**src/pkg/amoc_pkg.sv**
```systemverilog
package amoc_pkg;

   // ==========================================================
   // register byte offsets
   localparam logic [7:0] ADR_MODE     = 8'h00;
   localparam logic [7:0] ADR_CTRL     = 8'h04;
   localparam logic [7:0] ADR_STATUS   = 8'h08;
   localparam logic [7:0] ADR_DATA     = 8'h0C;
   localparam logic [7:0] ADR_CMD      = 8'h10;
   localparam logic [7:0] ADR_SETTLE   = 8'h14;
   localparam logic [7:0] ADR_PERIOD   = 8'h18;
   localparam logic [7:0] ADR_IRQ_STAT = 8'h1C;
   localparam logic [7:0] ADR_IRQ_CLR  = 8'h20;
   localparam logic [7:0] ADR_IRQ_EN   = 8'h24;
   // coefficient windows, index in address bits 4:2
   localparam logic [2:0] WIN_OFFS     = 3'h2;
   localparam logic [2:0] WIN_FULL     = 3'h3;

   // ==========================================================
   // field positions
   localparam int CTRL_CONT_RD_EN = 0;
   localparam int CTRL_CH_LSB  = 8;
   localparam int CTRL_XTAL    = 16;
   localparam int CTRL_BRIDGE  = 17;
   localparam int CMD_RDREQ    = 0;
   localparam int IRQ_CONV     = 0;
   localparam int IRQ_CAL      = 1;
   localparam int ST_RDY_N     = 0;
   localparam int ST_SHIFT     = 1;
   localparam int ST_STATE_LSB = 8;
   localparam int ST_MODE_LSB  = 16;

   // ==========================================================
   // reset values and sizes
   localparam int          NCH          = 8;
   localparam int          DW           = 24;
   localparam logic [7:0]  CH_RST       = 8'h01;
   localparam logic [23:0] SETTLE_RST   = 24'h00_1000;
   localparam logic [23:0] PERIOD_RST   = 24'h00_0400;
   localparam logic [4:0]  SHIFT_BITS   = 5'h18;

   // ==========================================================
   // timing: clock settle in single conversion
   localparam int CLK_MHZ       = 50;
   localparam int PWRUP_US      = 1000;
   localparam int PWRUP_CYC_DEF = PWRUP_US * CLK_MHZ;

   // ==========================================================
   typedef enum logic [2:0] {
      MODE_CONT   = 3'h0,
      MODE_SINGLE = 3'h1,
      MODE_IDLE   = 3'h2,
      MODE_PDOWN  = 3'h3,
      MODE_IZERO  = 3'h4,
      MODE_IFULL  = 3'h5,
      MODE_SZERO  = 3'h6,
      MODE_SFULL  = 3'h7
   } amoc_mode_t;

   typedef enum logic [5:0] {
      ST_PWRUP  = 6'h01,
      ST_SETTLE = 6'h02,
      ST_CONV   = 6'h04,
      ST_IDLE   = 6'h08,
      ST_PDOWN  = 6'h10,
      ST_CAL    = 6'h20
   } amoc_state_t;

endpackage

```
**src/core/amoc_core.sv**
```systemverilog
`timescale 1ns/10ps
// Contract
// - mode field decodes eight modes, continuous conversion after reset
// - continuous mode stores every result and pulls ready low
// - with continuous read set, each new result shifts out on serial clocks
// - without continuous read, a read request shifts out the result
// - first result after reset or reconfiguration waits full settling time
// - single conversion waits clock settle, then one full settling conversion
// - single conversion stores result, ready low, then powers down itself
// - single result and low ready kept until read or next conversion
// - idle holds filter and modulator in reset, modulator clock runs
// - power-down stops all but bridge switch and selected crystal
// - internal zero-scale shorts input, stores offset of selected channel
// - internal full-scale applies reference, stores full-scale coefficient
// - calibration drives ready high at start, low when finished
// - any finished calibration places the device in idle
// - system zero-scale measures selected pins, stores offset coefficient
// - system full-scale measures selected pins, stores full-scale coefficient
module amoc_core
   import amoc_pkg::*;
#(
   parameter logic [23:0] PWRUP_CYC = 24'(PWRUP_CYC_DEF)
)(
   input  wire logic          clk_i,
   input  wire logic          reset_i,
   input  wire logic          wb_cyc_i,
   input  wire logic          wb_stb_i,
   input  wire logic          wb_we_i,
   input  wire logic [7:0]    wb_adr_i,
   input  wire logic [3:0]    wb_sel_i,
   input  wire logic [31:0]   wb_dat_i,
   output logic      [31:0]   wb_dat_o,
   output logic               wb_ack_o,
   input  wire logic [23:0]   sample_i,
   input  wire logic          sclk_i,
   output logic               dout_rdy_o,
   output logic               irq_o,
   output logic               filter_rst_o,
   output logic               mod_rst_o,
   output logic               mod_clk_en_o,
   output logic               analog_on_o,
   output logic               xtal_on_o,
   output logic               bridge_sw_o,
   output logic               in_short_o,
   output logic               in_fsref_o
);

   // ==========================================================
   // first set bit of the channel mask picks the coefficient slot
   function automatic logic [2:0] ch_index(input logic [7:0] m);
      logic [2:0] r;
      r = 3'h0;
      for (int i = NCH - 1; i >= 0; i--)
      begin
         if (m[i])
            r = 3'(i);
      end
      return r;
   endfunction

   function automatic logic hit(input logic [7:0] a, input logic [7:0] o);
      return a[7:2] == o[7:2];
   endfunction

   amoc_state_t  state_q;
   amoc_mode_t   mode_q;
   logic [23:0]  cnt_q;
   logic [23:0]  settle_q;
   logic [23:0]  period_q;
   logic [23:0]  data_q;
   logic [23:0]  offs_q [NCH];
   logic [23:0]  full_q [NCH];
   logic         continuous_read_enable_q;
   logic [7:0]   chan_q;
   logic         xtal_sel_q;
   logic         bridge_q;
   logic         rdy_n_q;
   logic [1:0]   irq_st_q;
   logic [1:0]   irq_en_q;
   logic         ack_q;
   logic [31:0]  rdat_q;
   logic         sclk_s1_q;
   logic         sclk_s2_q;
   logic         sclk_s3_q;
   logic [23:0]  sh_q;
   logic [4:0]   sh_cnt_q;
   logic         dout_q;

   // ==========================================================
   // bus strobes: a write takes effect on the edge that shows ack
   logic         acc;
   logic         wr;
   logic         rd;
   logic         wr_mode;
   logic         running;
   logic         tick;
   logic         conv_done;
   logic         cal_done;
   logic         shifting;
   logic         sclk_fall;
   logic         rd_req;
   logic         shift_end;
   logic [2:0]   ch;

   assign acc       = wb_cyc_i & wb_stb_i;
   assign wr        = acc & wb_we_i & ack_q;
   assign rd        = acc & ~wb_we_i & ack_q;
   assign wr_mode   = wr & wb_sel_i[0] & hit(wb_adr_i, ADR_MODE);
   assign running   = (state_q == ST_PWRUP) | (state_q == ST_SETTLE)
                    | (state_q == ST_CONV) | (state_q == ST_CAL);
   assign tick      = running & (cnt_q == 24'h00_0000);
   assign conv_done = tick & ~wr_mode
                    & ((state_q == ST_SETTLE) | (state_q == ST_CONV));
   assign cal_done  = tick & ~wr_mode & (state_q == ST_CAL);
   assign ch        = ch_index(chan_q);
   assign shifting  = sh_cnt_q != 5'h00;
   assign sclk_fall = sclk_s3_q & ~sclk_s2_q;
   assign rd_req    = wr & wb_sel_i[0] & hit(wb_adr_i, ADR_CMD)
                    & wb_dat_i[CMD_RDREQ];
   assign shift_end = shifting & sclk_fall & (sh_cnt_q == 5'h01);

   // ==========================================================
   // mode sequencer
   always_ff @(posedge clk_i)
   begin
      if (reset_i)
      begin
         state_q <= ST_SETTLE;
         mode_q  <= MODE_CONT;
         cnt_q   <= SETTLE_RST;
      end
      else if (wr_mode)
      begin
         mode_q <= amoc_mode_t'(wb_dat_i[2:0]);
         case (amoc_mode_t'(wb_dat_i[2:0]))
            MODE_CONT:
            begin
               state_q <= ST_SETTLE;
               cnt_q   <= settle_q;
            end
            MODE_SINGLE:
            begin
               state_q <= ST_PWRUP;
               cnt_q   <= PWRUP_CYC;
            end
            MODE_IDLE:  state_q <= ST_IDLE;
            MODE_PDOWN: state_q <= ST_PDOWN;
            default:
            begin
               state_q <= ST_CAL;
               cnt_q   <= settle_q;
            end
         endcase
      end
      else if (tick)
      begin
         case (state_q)
            ST_PWRUP:
            begin
               state_q <= ST_SETTLE;
               cnt_q   <= settle_q;
            end
            ST_SETTLE, ST_CONV:
            begin
               if (mode_q == MODE_SINGLE)
               begin
                  state_q <= ST_PDOWN;
                  mode_q  <= MODE_PDOWN;
               end
               else
               begin
                  state_q <= ST_CONV;
                  cnt_q   <= period_q;
               end
            end
            ST_CAL:
            begin
               state_q <= ST_IDLE;
               mode_q  <= MODE_IDLE;
            end
            default: state_q <= state_q;
         endcase
      end
      else if (running)
         cnt_q <= cnt_q - 24'h00_0001;
   end

   // ==========================================================
   // result and per-channel coefficients
   always_ff @(posedge clk_i)
   begin
      if (reset_i)
      begin
         data_q <= 24'h00_0000;
         for (int i = 0; i < NCH; i++)
         begin
            offs_q[i] <= 24'h00_0000;
            full_q[i] <= 24'h00_0000;
         end
      end
      else if (conv_done)
         data_q <= sample_i;
      else if (cal_done)
      begin
         if (mode_q[0] == 1'b0)
            offs_q[ch] <= sample_i;
         else
            full_q[ch] <= sample_i;
      end
   end

   // ==========================================================
   // ready: a new result beats a read in the same cycle
   always_ff @(posedge clk_i)
   begin
      if (reset_i)
         rdy_n_q <= 1'b1;
      else if (conv_done | cal_done)
         rdy_n_q <= 1'b0;
      else if (wr_mode & wb_dat_i[2])
         rdy_n_q <= 1'b1;
      else if (shift_end | (rd & hit(wb_adr_i, ADR_DATA)))
         rdy_n_q <= 1'b1;
   end

   // ==========================================================
   // analog steering, registered from the sequencer state
   always_ff @(posedge clk_i)
   begin
      if (reset_i)
      begin
         filter_rst_o <= 1'b1;
         mod_rst_o    <= 1'b1;
         mod_clk_en_o <= 1'b1;
         analog_on_o  <= 1'b1;
         xtal_on_o    <= 1'b1;
         bridge_sw_o  <= 1'b0;
         in_short_o   <= 1'b0;
         in_fsref_o   <= 1'b0;
      end
      else
      begin
         filter_rst_o <= state_q inside {ST_IDLE, ST_PDOWN, ST_PWRUP};
         mod_rst_o    <= state_q inside {ST_IDLE, ST_PDOWN, ST_PWRUP};
         mod_clk_en_o <= state_q != ST_PDOWN;
         analog_on_o  <= state_q != ST_PDOWN;
         xtal_on_o    <= (state_q != ST_PDOWN) | xtal_sel_q;
         bridge_sw_o  <= bridge_q;
         in_short_o   <= (state_q == ST_CAL) & (mode_q == MODE_IZERO);
         in_fsref_o   <= (state_q == ST_CAL) & (mode_q == MODE_IFULL);
      end
   end

   // ==========================================================
   // serial clock sampling and result shifter
   always_ff @(posedge clk_i)
   begin
      if (reset_i)
      begin
         sclk_s1_q <= 1'b1;
         sclk_s2_q <= 1'b1;
         sclk_s3_q <= 1'b1;
      end
      else
      begin
         sclk_s1_q <= sclk_i;
         sclk_s2_q <= sclk_s1_q;
         sclk_s3_q <= sclk_s2_q;
      end
   end

   // data changes on the falling serial edge so the host samples just before the next falling edge
   always_ff @(posedge clk_i)
   begin
      if (reset_i)
      begin
         sh_q     <= 24'h00_0000;
         sh_cnt_q <= 5'h00;
      end
      else if (conv_done & continuous_read_enable_q)
      begin
         sh_q     <= sample_i;
         sh_cnt_q <= SHIFT_BITS;
      end
      else if (rd_req & ~continuous_read_enable_q)
      begin
         sh_q     <= data_q;
         sh_cnt_q <= SHIFT_BITS;
      end
      else if (shifting & sclk_fall)
      begin
         sh_q     <= {sh_q[22:0], 1'b0};
         sh_cnt_q <= sh_cnt_q - 5'h01;
      end
   end

   // the pin shows ready between frames and data during a frame;
   // a new load restarts the frame, so it must beat the running shift
   always_ff @(posedge clk_i)
   begin
      if (reset_i)
         dout_q <= 1'b1;
      else if (conv_done & continuous_read_enable_q)
         dout_q <= sample_i[23];
      else if (rd_req & ~continuous_read_enable_q)
         dout_q <= data_q[23];
      else if (shifting & ~shift_end)
         dout_q <= (sclk_fall) ? sh_q[22] : sh_q[23];
      else
         dout_q <= rdy_n_q;
   end

   assign dout_rdy_o = dout_q;

   // ==========================================================
   // software registers
   always_ff @(posedge clk_i)
   begin
      if (reset_i)
      begin
         continuous_read_enable_q <= 1'b0;
         chan_q     <= CH_RST;
         xtal_sel_q <= 1'b0;
         bridge_q   <= 1'b0;
         settle_q   <= SETTLE_RST;
         period_q   <= PERIOD_RST;
         irq_en_q   <= 2'h0;
      end
      else if (wr)
      begin
         if (hit(wb_adr_i, ADR_CTRL) & wb_sel_i[0])
            continuous_read_enable_q <= wb_dat_i[CTRL_CONT_RD_EN];
         if (hit(wb_adr_i, ADR_CTRL) & wb_sel_i[1])
            chan_q <= wb_dat_i[CTRL_CH_LSB +: 8];
         if (hit(wb_adr_i, ADR_CTRL) & wb_sel_i[2])
         begin
            xtal_sel_q <= wb_dat_i[CTRL_XTAL];
            bridge_q   <= wb_dat_i[CTRL_BRIDGE];
         end
         if (hit(wb_adr_i, ADR_SETTLE) & (&wb_sel_i[2:0]))
            settle_q <= wb_dat_i[23:0];
         if (hit(wb_adr_i, ADR_PERIOD) & (&wb_sel_i[2:0]))
            period_q <= wb_dat_i[23:0];
         if (hit(wb_adr_i, ADR_IRQ_EN) & wb_sel_i[0])
            irq_en_q <= wb_dat_i[1:0];
      end
   end

   // sticky events: a new event wins over a clear in the same cycle
   always_ff @(posedge clk_i)
   begin
      if (reset_i)
         irq_st_q <= 2'h0;
      else
      begin
         for (int i = 0; i < 2; i++)
         begin
            if ((i == IRQ_CONV) ? conv_done : cal_done)
               irq_st_q[i] <= 1'b1;
            else if (wr & wb_sel_i[0] & hit(wb_adr_i, ADR_IRQ_CLR) & wb_dat_i[i])
               irq_st_q[i] <= 1'b0;
         end
      end
   end

   always_ff @(posedge clk_i)
   begin
      if (reset_i)
         irq_o <= 1'b0;
      else
         irq_o <= |(irq_st_q & irq_en_q);
   end

   // ack one cycle after the request, dropped the cycle after
   always_ff @(posedge clk_i)
   begin
      if (reset_i)
         ack_q <= 1'b0;
      else
         ack_q <= acc & ~ack_q;
   end

   always_ff @(posedge clk_i)
   begin
      if (reset_i)
         rdat_q <= 32'h0000_0000;
      else if (acc & ~ack_q)
      begin
         rdat_q <= 32'h0000_0000;
         if (hit(wb_adr_i, ADR_MODE))
            rdat_q[2:0] <= mode_q;
         else if (hit(wb_adr_i, ADR_CTRL))
            rdat_q <= {14'h0000, bridge_q, xtal_sel_q, chan_q, 7'h00, continuous_read_enable_q};
         else if (hit(wb_adr_i, ADR_STATUS))
         begin
            rdat_q[ST_RDY_N]                <= rdy_n_q;
            rdat_q[ST_SHIFT]                <= shifting;
            rdat_q[ST_STATE_LSB +: 6]       <= state_q;
            rdat_q[ST_MODE_LSB +: 3]        <= mode_q;
         end
         else if (hit(wb_adr_i, ADR_DATA))
            rdat_q[23:0] <= data_q;
         else if (hit(wb_adr_i, ADR_SETTLE))
            rdat_q[23:0] <= settle_q;
         else if (hit(wb_adr_i, ADR_PERIOD))
            rdat_q[23:0] <= period_q;
         else if (hit(wb_adr_i, ADR_IRQ_STAT))
            rdat_q[1:0] <= irq_st_q;
         else if (hit(wb_adr_i, ADR_IRQ_EN))
            rdat_q[1:0] <= irq_en_q;
         else if (wb_adr_i[7:5] == WIN_OFFS)
            rdat_q[23:0] <= offs_q[wb_adr_i[4:2]];
         else if (wb_adr_i[7:5] == WIN_FULL)
            rdat_q[23:0] <= full_q[wb_adr_i[4:2]];
      end
   end

   assign wb_ack_o = ack_q;
   assign wb_dat_o = rdat_q;
endmodule // amoc_core

```
**config.mk**
```make
export PLATFORM = sky130hd
export DESIGN_NAME = amoc_core
export DESIGN_NICKNAME = d
export VERILOG_FILES = /design/src/pkg/amoc_pkg.sv /design/src/core/amoc_core.sv
export SDC_FILE = /design/constraint.sdc
export NUM_CORES = 1
export LEC_CHECK = 0
export BUFFER_PORTS_ARGS = -buffer_cell sky130_fd_sc_hd__buf_2
export CORE_MARGIN = 2
export CORE_UTILIZATION = 40
export CTS_BUF_LIST = sky130_fd_sc_hd__clkbuf_8 sky130_fd_sc_hd__clkbuf_16
export CTS_CLUSTER_SIZE = 25
export DETAILED_ROUTE_END_ITERATION = 12
export PLACE_DENSITY_LB_ADDON = 0.2
export REMOVE_ABC_BUFFERS = 1
export SYNTH_ARGS = -nofsm -noshare
export SYNTH_HDL_FRONTEND = slang
export SYNTH_SLANG_ARGS = --single-unit
```
**constraint.sdc**
```tcl
create_clock -name clk_i -period 7.4 [get_ports clk_i]
set_clock_uncertainty 0.15 [all_clocks]
set_input_delay 2.22 -clock clk_i [delete_from_list [all_inputs] [get_ports clk_i]]
set_output_delay 2.22 -clock clk_i [all_outputs]
set_load 0.01 [all_outputs]
```
==> results.toml, run 1 <==
[placed_design]
dp_slack_ns = 1.46
place.gp.congestion = 0.889
port_buffers = 97
hpwl_um = 54200

[yosys]
synth_ff_type = "edfxtp_1"
yosys.area_share.simple = 0.192
synth_area_sq_mm = 0.0270
ys_seq_area_frac = 0.566
synth_cells = 2369
yosysWarnings = 0
synth_edf_count = 384
synth_cell_types = 75
synth_top_family_by_area = "simple AND/OR/NAND/NOR gates"
ys_async_sr_fraction = 0
synth_mux_area_frac = 0.107
netlist.top_cell.by_area = "edfxtp_1"
postSynthAreaPerCell_sq_um = 11.4
synth_xor_area_frac = 0.00779
synth-seq-cells = 570
synth_fa_ha_area_frac = 0.00232
ys_top_cells_by_area = "edfxtp_1 43%, dfxtp_1 14%, and2_1 9.0%"
synth_compound_area_frac = 0.0924
synth_top_cell_area_share = 0.428

[clocking]
cts_made_buffers = 61
post-cts-setup-buffers = 0
path_clk_slew_ns = 0.06
cts_sinks = 570
cts_hold_buf = 0
h-tree-depth = 2
clk_latency_ns = 0.65
cts_tree = "yes"
cts.path.max_buffers = 3
cts_root_buf = "clkbuf_16"
cts_resized = 0

[drt]
wl_per_cell_um = 25.7
firstDrtPassIters = 6
detail-route-antenna-nets = 0
first_iter_violations = 1955
wl_um = 85500
drcViolationCount = 0
viasPerCell = 5.75
via_count = 19100

[die]
die_w_um = 264
boundaryPins = 117
die-area_sq_mm = 0.0695
fp.dieH_um = 264
row_count = 95
fp.coreArea_sq_mm = 0.0669
initial_core_util = 0.403

[setup_path]
critPathMaxFanout = 51
endpoint_kind = "flip-flop"
critPathKind = "input pin to flip-flop"
crit_slowest_cell = "or2_2"
arrival_ns = 5.46
required_ns = 7.52
crit_chain = "buf_6, or3b_2, nor3_4, nor4_4, nand4_1, nor3_2, buf_4, or2_2"
cp-start-kind = "input pin"
max_stage_delay_ns = 0.71

[run]
cap_violations = 0

[hold_path]
worstHoldPathType = "flip-flop to flip-flop"

[finish]
syn2layout_area_growth_pct = 12.5
final_common_cell = "and2_1"
seqCellArea_sq_mm = 0.0153
final_cell_mix = "390 x and2_1, 384 x edfxtp_1, 309 x nand2_1"
antenna_cells = 0
fillers = 6137
drive_gt1_frac = 0.174
fin_nets = 2474
multi_input_area_sq_mm = 0.0110

[grt]
grt_pass1_wl_um = 125000
grt_usage = 0.243
grt_pass1_vias = 18600
grt_antenna_before_repair = 3
grt.overflow.total = 0
grt_max_degree = 69

[timing]
clock.fmax_ghz = 0.187
timing.final.crit_share = 0.721
finalMaxSlewViolations = 0
finalSetupTns_ns = 0
rsz0062_at_grt = "false"
period_minus_slack_ns = 5.34
finalSetupViolCount = 0
relSlewSlack = 0.245
final-hold-violation-count = 0
worst_pin_slew_ns = 1.13
worst_slack_ns = 2.06

[power_and_ir_drop]
p_switching_mw = 1.96
clkPwrFrac = 0.406
ir_drop_mv = 0.180
p_leak_nw = 11.0
power_density_mw_per_mm2 = 246
swShare = 0.262
comb_power_share = 0.112
internal_power_mw = 5.51
p_seq_frac = 0.482
power_mw = 7.47

[status]
outcome = "finished, final reports clean"
==> power groups by stage <==
stage	clock network, mW	logic (mW)	registers, mW
finish	3.03	0.834	3.60
global route	3.21	0.894	3.61
CTS	3.08	0.828	3.60
detailed placement	0	0.826	3.66
global placement	0	0.820	3.66
floorplan	0	0.498	3.64
==> cells in the mapped netlist (5+ instances only) <==
cell / number
nor2b_1: 9
buf_1: 18
edfxtp_1: 384
a311oi_1: 16
nand4_1: 13
and3_1: 14
mux4_2: 84
a31oi_1: 7
mux2i_1: 58
a2111oi_0: 9
mux2_2: 37
and2_1: 390
buf_2: 14
a221oi_1: 16
nor4_1: 13
inv_1: 20
o22ai_1: 10
o21ai_0: 91
nor3_1: 48
nand2b_1: 6
or2_2: 14
ha_1: 5
o211ai_1: 10
nand3_1: 35
nor3_2: 6
a21oi_1: 167
o221ai_1: 9
dfxtp_1: 186
nand2_1: 309
xnor2_1: 7
nor4_2: 5
xor2_1: 17
nor3b_1: 6
buf_4: 12
clkbuf_1: 157
nand3b_1: 6
nor2_1: 68
a211oi_1: 9
a22oi_1: 19
==> cells by family after synthesis <==
| family | after synthesis |
|---|---|
| AO/OA/AOI/OAI | 401 |
| XOR/XNOR | 24 |
| adder cells (fa/ha/maj) | 5 |
| buffers and inverters | 221 |
| flip-flops | 570 |
| multiplexers | 179 |
| other | 1 |
| AND/OR/NAND/NOR | 968 |
==> final timing paths <==
kind / start / to / slack [ns] / depth (start not counted)
worst max-delay path: wb_adr_i[3] / full_q[4][3] / 2.06 / 8
worst min-delay path: sclk_s1_q / sclk_s2_q / 0.28 / 1
worst max register to register: cnt_q[5] / full_q[4][3] / 2.70 / 7
worst min register to register: sclk_s1_q / sclk_s2_q / 0.28 / 1
==> metrics by stage <==
stage	hold slack (ns)	util	cells	cell area, sq um
after floorplan	0.239	-	2175	26200
after global placement	0.247	0.424	3205	28400
after detailed placement	0.267	0.424	3205	28400
after CTS	0.290	0.453	3320	30300
after global routing	0.303	0.453	3320	30300
final	0.284	0.453	3320	30300
==> state kept, by name, summed over array words and instances (netlist names), 2 cells and up <==
register / flops
data_q: 24
cnt_q: 24
state_q: 6
chan_q: 8
irq_en_q: 2
wb_dat_o: 24
sh_cnt_q: 5
mode_q: 3
sh_q: 24
irq_st_q: 2
full_q: 192
offs_q: 192
settle_q: 24
period_q: 24
==> cell type report <==
| class | instances | area share |
|---|---|---|
| inverters | 20 | 0.00248 |
| repair buffers | 157 | 0.0315 |
| flip-flops and latches | 570 | 0.503 |
| well taps | 873 | 0.0360 |
| clock buffers | 65 | 0.0521 |
| clock inverters | 50 | 0.0128 |
| multi-input cells | 1585 | 0.362 |
==> metal layers <==
layer | global-route usage | vias up | share of wire
met2 | 0.392 | 703 | 0.47
met3 | 0.0358 | 131 | 0.069
li1 | - | 8612 | -
met1 | 0.333 | 9629 | 0.42
met5 | 0 | - | 0.000094
met4 | 0.0928 | 2 | 0.037
==> critical path: cells and delay by family <==
kind | cells | cell delay (ns)
buf+inv | 2 | 0.72
simple gates | 6 | 2.40
Power figures use the tool's default switching activity.
==> run 2, diff against run 1 <==
clock period = 5.4 ns   (was 7.4 ns; I/O delays follow)
==> run 2 against run 1 <==
  * Utilization is 0.82 points higher
  * Non-clock buffer count is 38 higher
  * Die area stayed put
  * Via count is 1.1% higher
  * Critical path type unchanged
==> results.toml, run 2 (synthesis gave the netlist of run 1 again) <==
[status]
outcome = "finished, final reports clean"

[grt]
grt_usage = 0.245
grt_max_degree = 76
grt_pass1_wl_um = 126000
grt_pass1_vias = 19000
grt_antenna_before_repair = 4
grt.overflow.total = 0

[clocking]
cts_tree = "yes"
cts_resized = 0
cts_hold_buf = 0
cts_sinks = 570
cts_root_buf = "clkbuf_16"
cts_made_buffers = 66
path_clk_slew_ns = 0.06
clk_latency_ns = 0.62
post-cts-setup-buffers = 0
h-tree-depth = 3
cts.path.max_buffers = 3

[power_and_ir_drop]
ir_drop_mv = 0.275
power_density_mw_per_mm2 = 339
p_leak_nw = 11.3

[drt]
via_count = 19300
drcViolationCount = 0
wl_um = 85700
viasPerCell = 5.73
detail-route-antenna-nets = 0
firstDrtPassIters = 6
first_iter_violations = 2252
wl_per_cell_um = 25.5

[hold_path]
worstHoldPathType = "flip-flop to flip-flop"
min_delay_path_depth = 1
hold_start = "sclk_s1_q"
min_to = "sclk_s2_q"

[finish]
drive_gt1_frac = 0.186
fillers = 6137
final_cell_mix = "390 x and2_1, 384 x edfxtp_1, 309 x nand2_1"
final_common_cell = "and2_1"
post-route-util = 0.461
syn2layout_area_growth_pct = 14.5
top_regs = "full_q (192), offs_q (192)"
fin_nets = 2517

[timing]
final-hold-violation-count = 0
worst_pin_slew_ns = 1.03
clock.fmax_ghz = 0.245
worst_slack_ns = 1.32
finalMaxSlewViolations = 0
timing.final.crit_share = 0.756
rsz0062_at_grt = "false"
hold_ws_ns = 0.277
period_minus_slack_ns = 4.08
finalSetupTns_ns = 0
finalSetupViolCount = 0
relSlewSlack = 0.315

[die]
die-area_sq_mm = 0.0695
fp.coreArea_sq_mm = 0.0669
initial_core_util = 0.403
row_count = 95
boundaryPins = 117
die_w_um = 264
fp.dieH_um = 264

[setup_path]
r2r_slack_ns = 1.57
critPathKind = "input pin to flip-flop"
r2r_end = "offs_q[0][9]"
crit_slowest_cell = "or4_1"
cp_common_cell = "buf_4"
reg2regPathDepth = 8
cp-start-kind = "input pin"
required_ns = 5.75
r2r_start = "cnt_q[16]"
critPathMaxFanout = 30
cp.depth = 9
crit_family = "simple AND/OR/NAND/NOR gates"
endpoint_kind = "flip-flop"
timing.critical_path.buf_inv = 3
crit_chain = "buf_2, or4_1, nor3_4, buf_4, a21o_1, a21oi_1, buf_4, or2_2, a2111oi_0"
arrival_ns = 4.44
max_stage_delay_ns = 0.59

[placed_design]
hpwl_um = 56300
place.gp.congestion = 0.876
port_buffers = 97
dp_slack_ns = 0.669

[run]
cap_violations = 0
## run 2: cell count changes in the layout (fill, tap and decap cells not counted), moves of 2 or more
cell	before	now
clkinvlp_4	3	1
inv_1	31	37
clkinv_2	16	8
clkbuf_16	61	70
inv_6	0	3
clkbuf_8	4	2
bufinv_16	5	3
buf_4	60	87
diode_2	0	2
buf_12	0	11
## run 2: metal layers
layer | track usage | share of wire | up-vias
met4 | 0.0868 | 0.034 | 0
met1 | 0.328 | 0.42 | 9685
met2 | 0.404 | 0.48 | 743
li1 | - | - | 8705
met3 | 0.0392 | 0.064 | 152
met5 | 0 | 0 | -
## run 2: how the worst max path moves through the flow
stage | startpoint | to
after floorplan | wb_adr_i[5] | full_q[3][0]
after global placement | wb_adr_i[4] | cnt_q[20]
after detailed placement | wb_adr_i[4] | cnt_q[20]
after CTS | wb_adr_i[4] | cnt_q[20]
after global routing | wb_adr_i[4] | cnt_q[20]
final | wb_adr_i[4] | cnt_q[20]
## run 2: metrics by stage
step | power, mW | std cells | cell area, sq um
floorplan | 5.67 | 2175 | 26200
global placement | 6.15 | 3243 | 28800
detailed placement | 6.17 | 3243 | 28800
CTS | 10.5 | 3363 | 30900
global route | 10.8 | 3365 | 30900
finish | 10.5 | 3365 | 30900
## run 2: final cells by class
type                    instances  area (sq um)  share of cell area
clock inverters                48           318              0.0103
repair buffers                195          1380              0.0446
clock buffers                  72          1780              0.0576
flip-flops and latches        570         15300               0.494
multi-input cells            1585         11000               0.356
diodes                          2          5.00            0.000162
well taps                     873          1090              0.0354
inverters                      20          75.1             0.00243
## run 2: where the power goes
part           internal, mW  leakage [nW]  switching, mW  total (mW)
combinational         0.415          4.78          0.746        1.16
clock                  2.52          1.10           1.86        4.38
sequential             4.82          5.41          0.110        4.93
==> run 3, diff against run 2 <==
ABC_AREA = 1   (was unset)
clock period = 3.6 ns   (was 5.4 ns; I/O delays follow)
==> run 3 against run 2 <==
  * Utilization increased by 1.2 points
  * Cell count rose by 26%
  * Global-route usage grew 1.3 points
  * Largest power group unchanged
  * Total power increased by 56%
  * Worst hold slack got worse by 0.020 ns
  * Sequential power grew 52%
  * Routed wire length up 5.1%
  * Clock-buffer cell count grew 2
==> results.toml, run 3 <==
[setup_path]
cp_common_cell = "nand2_1"
cp-start-kind = "input pin"
crit_chain = "buf_2, buf_12, inv_2, nand2_1, buf_4, buf_12, nor2_1, nor2_1, nand3_1, nand3_1, nand2_1, nand3_1, nand2_1, nand2_1, nand2_1, a21oi_1"
r2r_start = "cnt_q[3]"
crit_slowest_cell = "buf_4"
endpoint_kind = "flip-flop"
worstSetupStartpoint = "wb_adr_i[3]"
arrival_ns = 3.48
max_stage_delay_ns = 0.29
reg2regPathDepth = 13
critPathMaxFanout = 13
required_ns = 3.99
critPathKind = "input pin to flip-flop"

[timing]
worst_pin_slew_ns = 1.07
hold_ws_ns = 0.257
finalMaxSlewViolations = 0
final-hold-violation-count = 0
worst_slack_ns = 0.511
rsz0062_at_grt = "false"
finalSetupViolCount = 0
finalSetupTns_ns = 0
clock.fmax_ghz = 0.324
period_minus_slack_ns = 3.09
relSlewSlack = 0.283
timing.final.crit_share = 0.858

[grt]
grt_pass1_wl_um = 135000
grt_max_degree = 85
gr-usage-met1 = 0.344
grt_antenna_before_repair = 4
grt_usage = 0.258
grt_util_met2 = 0.412
grt_pass1_vias = 21900
met3_usage = 0.0430
grt.overflow.total = 0
globalRoute.busiestLayer = "met2"

[clocking]
cts_resized = 0
cts_tree = "yes"
cts_made_buffers = 66
post-cts-setup-buffers = 0
cts_hold_buf = 0
cts.path.max_buffers = 3
cts_sinks = 570
cts_root_buf = "clkbuf_16"
path_clk_slew_ns = 0.06
h-tree-depth = 3
clk_latency_ns = 0.62

[placed_design]
dp_slack_ns = -0.0493
port_buffers = 97
place.gp.congestion = 0.909
hpwl_um = 62500

[yosys]
ys_async_sr_fraction = 0
synth_cells = 3178
yosysMostFrequentCell = "nor2_1"
synthTopCellsByCount = "741 x nor2_1, 700 x nand2_1, 384 x edfxtp_1"
synth-seq-cells = 570
synth_ff_type = "edfxtp_1"
yosysWarnings = 0
synth_area_sq_mm = 0.0268
ys_top_cells_by_area = "edfxtp_1 43%, dfxtp_1 14%, nor2_1 10%"
synth_top_cell_area_share = 0.430
postSynthAreaPerCell_sq_um = 8.45
netlist.top_cell.by_area = "edfxtp_1"
synth_edf_count = 384
synth_cell_types = 51
ys_seq_area_frac = 0.568

[power_and_ir_drop]
clkPwrFrac = 0.396
p_leak_nw = 12.9
internal_power_mw = 11.8
swShare = 0.280
p_switching_mw = 4.57
power_density_mw_per_mm2 = 522
ir_drop_mv = 0.413
p_seq_frac = 0.457
comb_power_share = 0.147

[drt]
wl_um = 90100
via_count = 22700
detail-route-antenna-nets = 0
first_iter_violations = 2433
drcViolationCount = 0
firstDrtPassIters = 6
wl_per_cell_um = 21.2
viasPerCell = 5.37

[finish]
fin_nets = 3402
final_cell_mix = "737 x nor2_1, 699 x nand2_1, 384 x edfxtp_1"
top_regs = "full_q (192), offs_q (192)"
drive_gt1_frac = 0.142
final_common_cell = "nor2_1"
syn2layout_area_growth_pct = 16.7

[die]
fp.dieH_um = 263
boundaryPins = 117
row_count = 94
die_w_um = 263
initial_core_util = 0.406
die-area_sq_mm = 0.0692
fp.coreArea_sq_mm = 0.0661

[hold_path]
hold_start = "sclk_s1_q"
min_delay_path_depth = 1
worstHoldPathType = "flip-flop to flip-flop"

[run]
cap_violations = 0

[status]
outcome = "finished, final reports clean"
run 3: layout make-up:
class	instances	area (sq um)
repair buffers	280	2280
clock inverters	44	288
fillers	6350	34800
multi-input cells	2246	10000
inverters	159	599
clock buffers	74	1800
diodes	3	7.51
well taps	864	1080
flip-flops and latches	570	15300
run 3: critical path: cells and delay by family:
kind / cells / cell delay, ns
AO/OA/AOI/OAI: 1 / 0.12
buffers and inverters: 5 / 0.82
AND/OR/NAND/NOR: 10 / 1.43
run 3: final timing paths:
check	endpoint	slack [ns]
min	sclk_s2_q	0.26
min reg2reg	sclk_s2_q	0.26
max	wb_dat_o[17]	0.51
max reg2reg	offs_q[0][14]	0.57
run 3: per-layer routing:
layer / part of all wire / wire [um]
met1: 0.43 / 38500
met4: 0.046 / 4160
met3: 0.071 / 6400
met2: 0.46 / 41000
met5: 0.00014 / 13
run 3: cell families (layout without fill, tap and decap cells):
kind of cell	Yosys count	count (layout)	synth area share
adders and majority gates	5	5	0.00233
buffers and inverters	369	557	0.0608
xor gates and xnor gates	15	15	0.00489
other	1	11	0.000140
and+or+nand+nor	1753	1753	0.271
DFF	570	570	0.568
AOI/OAI and AO/OA	465	465	0.0928
run 3: through the flow:
step	power, mW	instance area (sq um)	utilization	cells
2_1_floorplan	8.98	25800	-	2975
3_3_place_gp	9.96	29200	0.442	4119
3_5_place_dp	9.98	29200	0.442	4119
4_1_cts	16.4	31300	0.474	4237
5_1_grt	17.0	31300	0.474	4237
6_report	16.3	31300	0.474	4240
run 3: power groups by stage:
stage / logic [mW] / registers, mW / clock network (mW)
global placement: 2.36 / 7.60 / 0
finish: 2.41 / 7.47 / 6.48
global route: 2.64 / 7.50 / 6.83
CTS: 2.39 / 7.47 / 6.56
detailed placement: 2.38 / 7.60 / 0
floorplan: 1.42 / 7.56 / 0
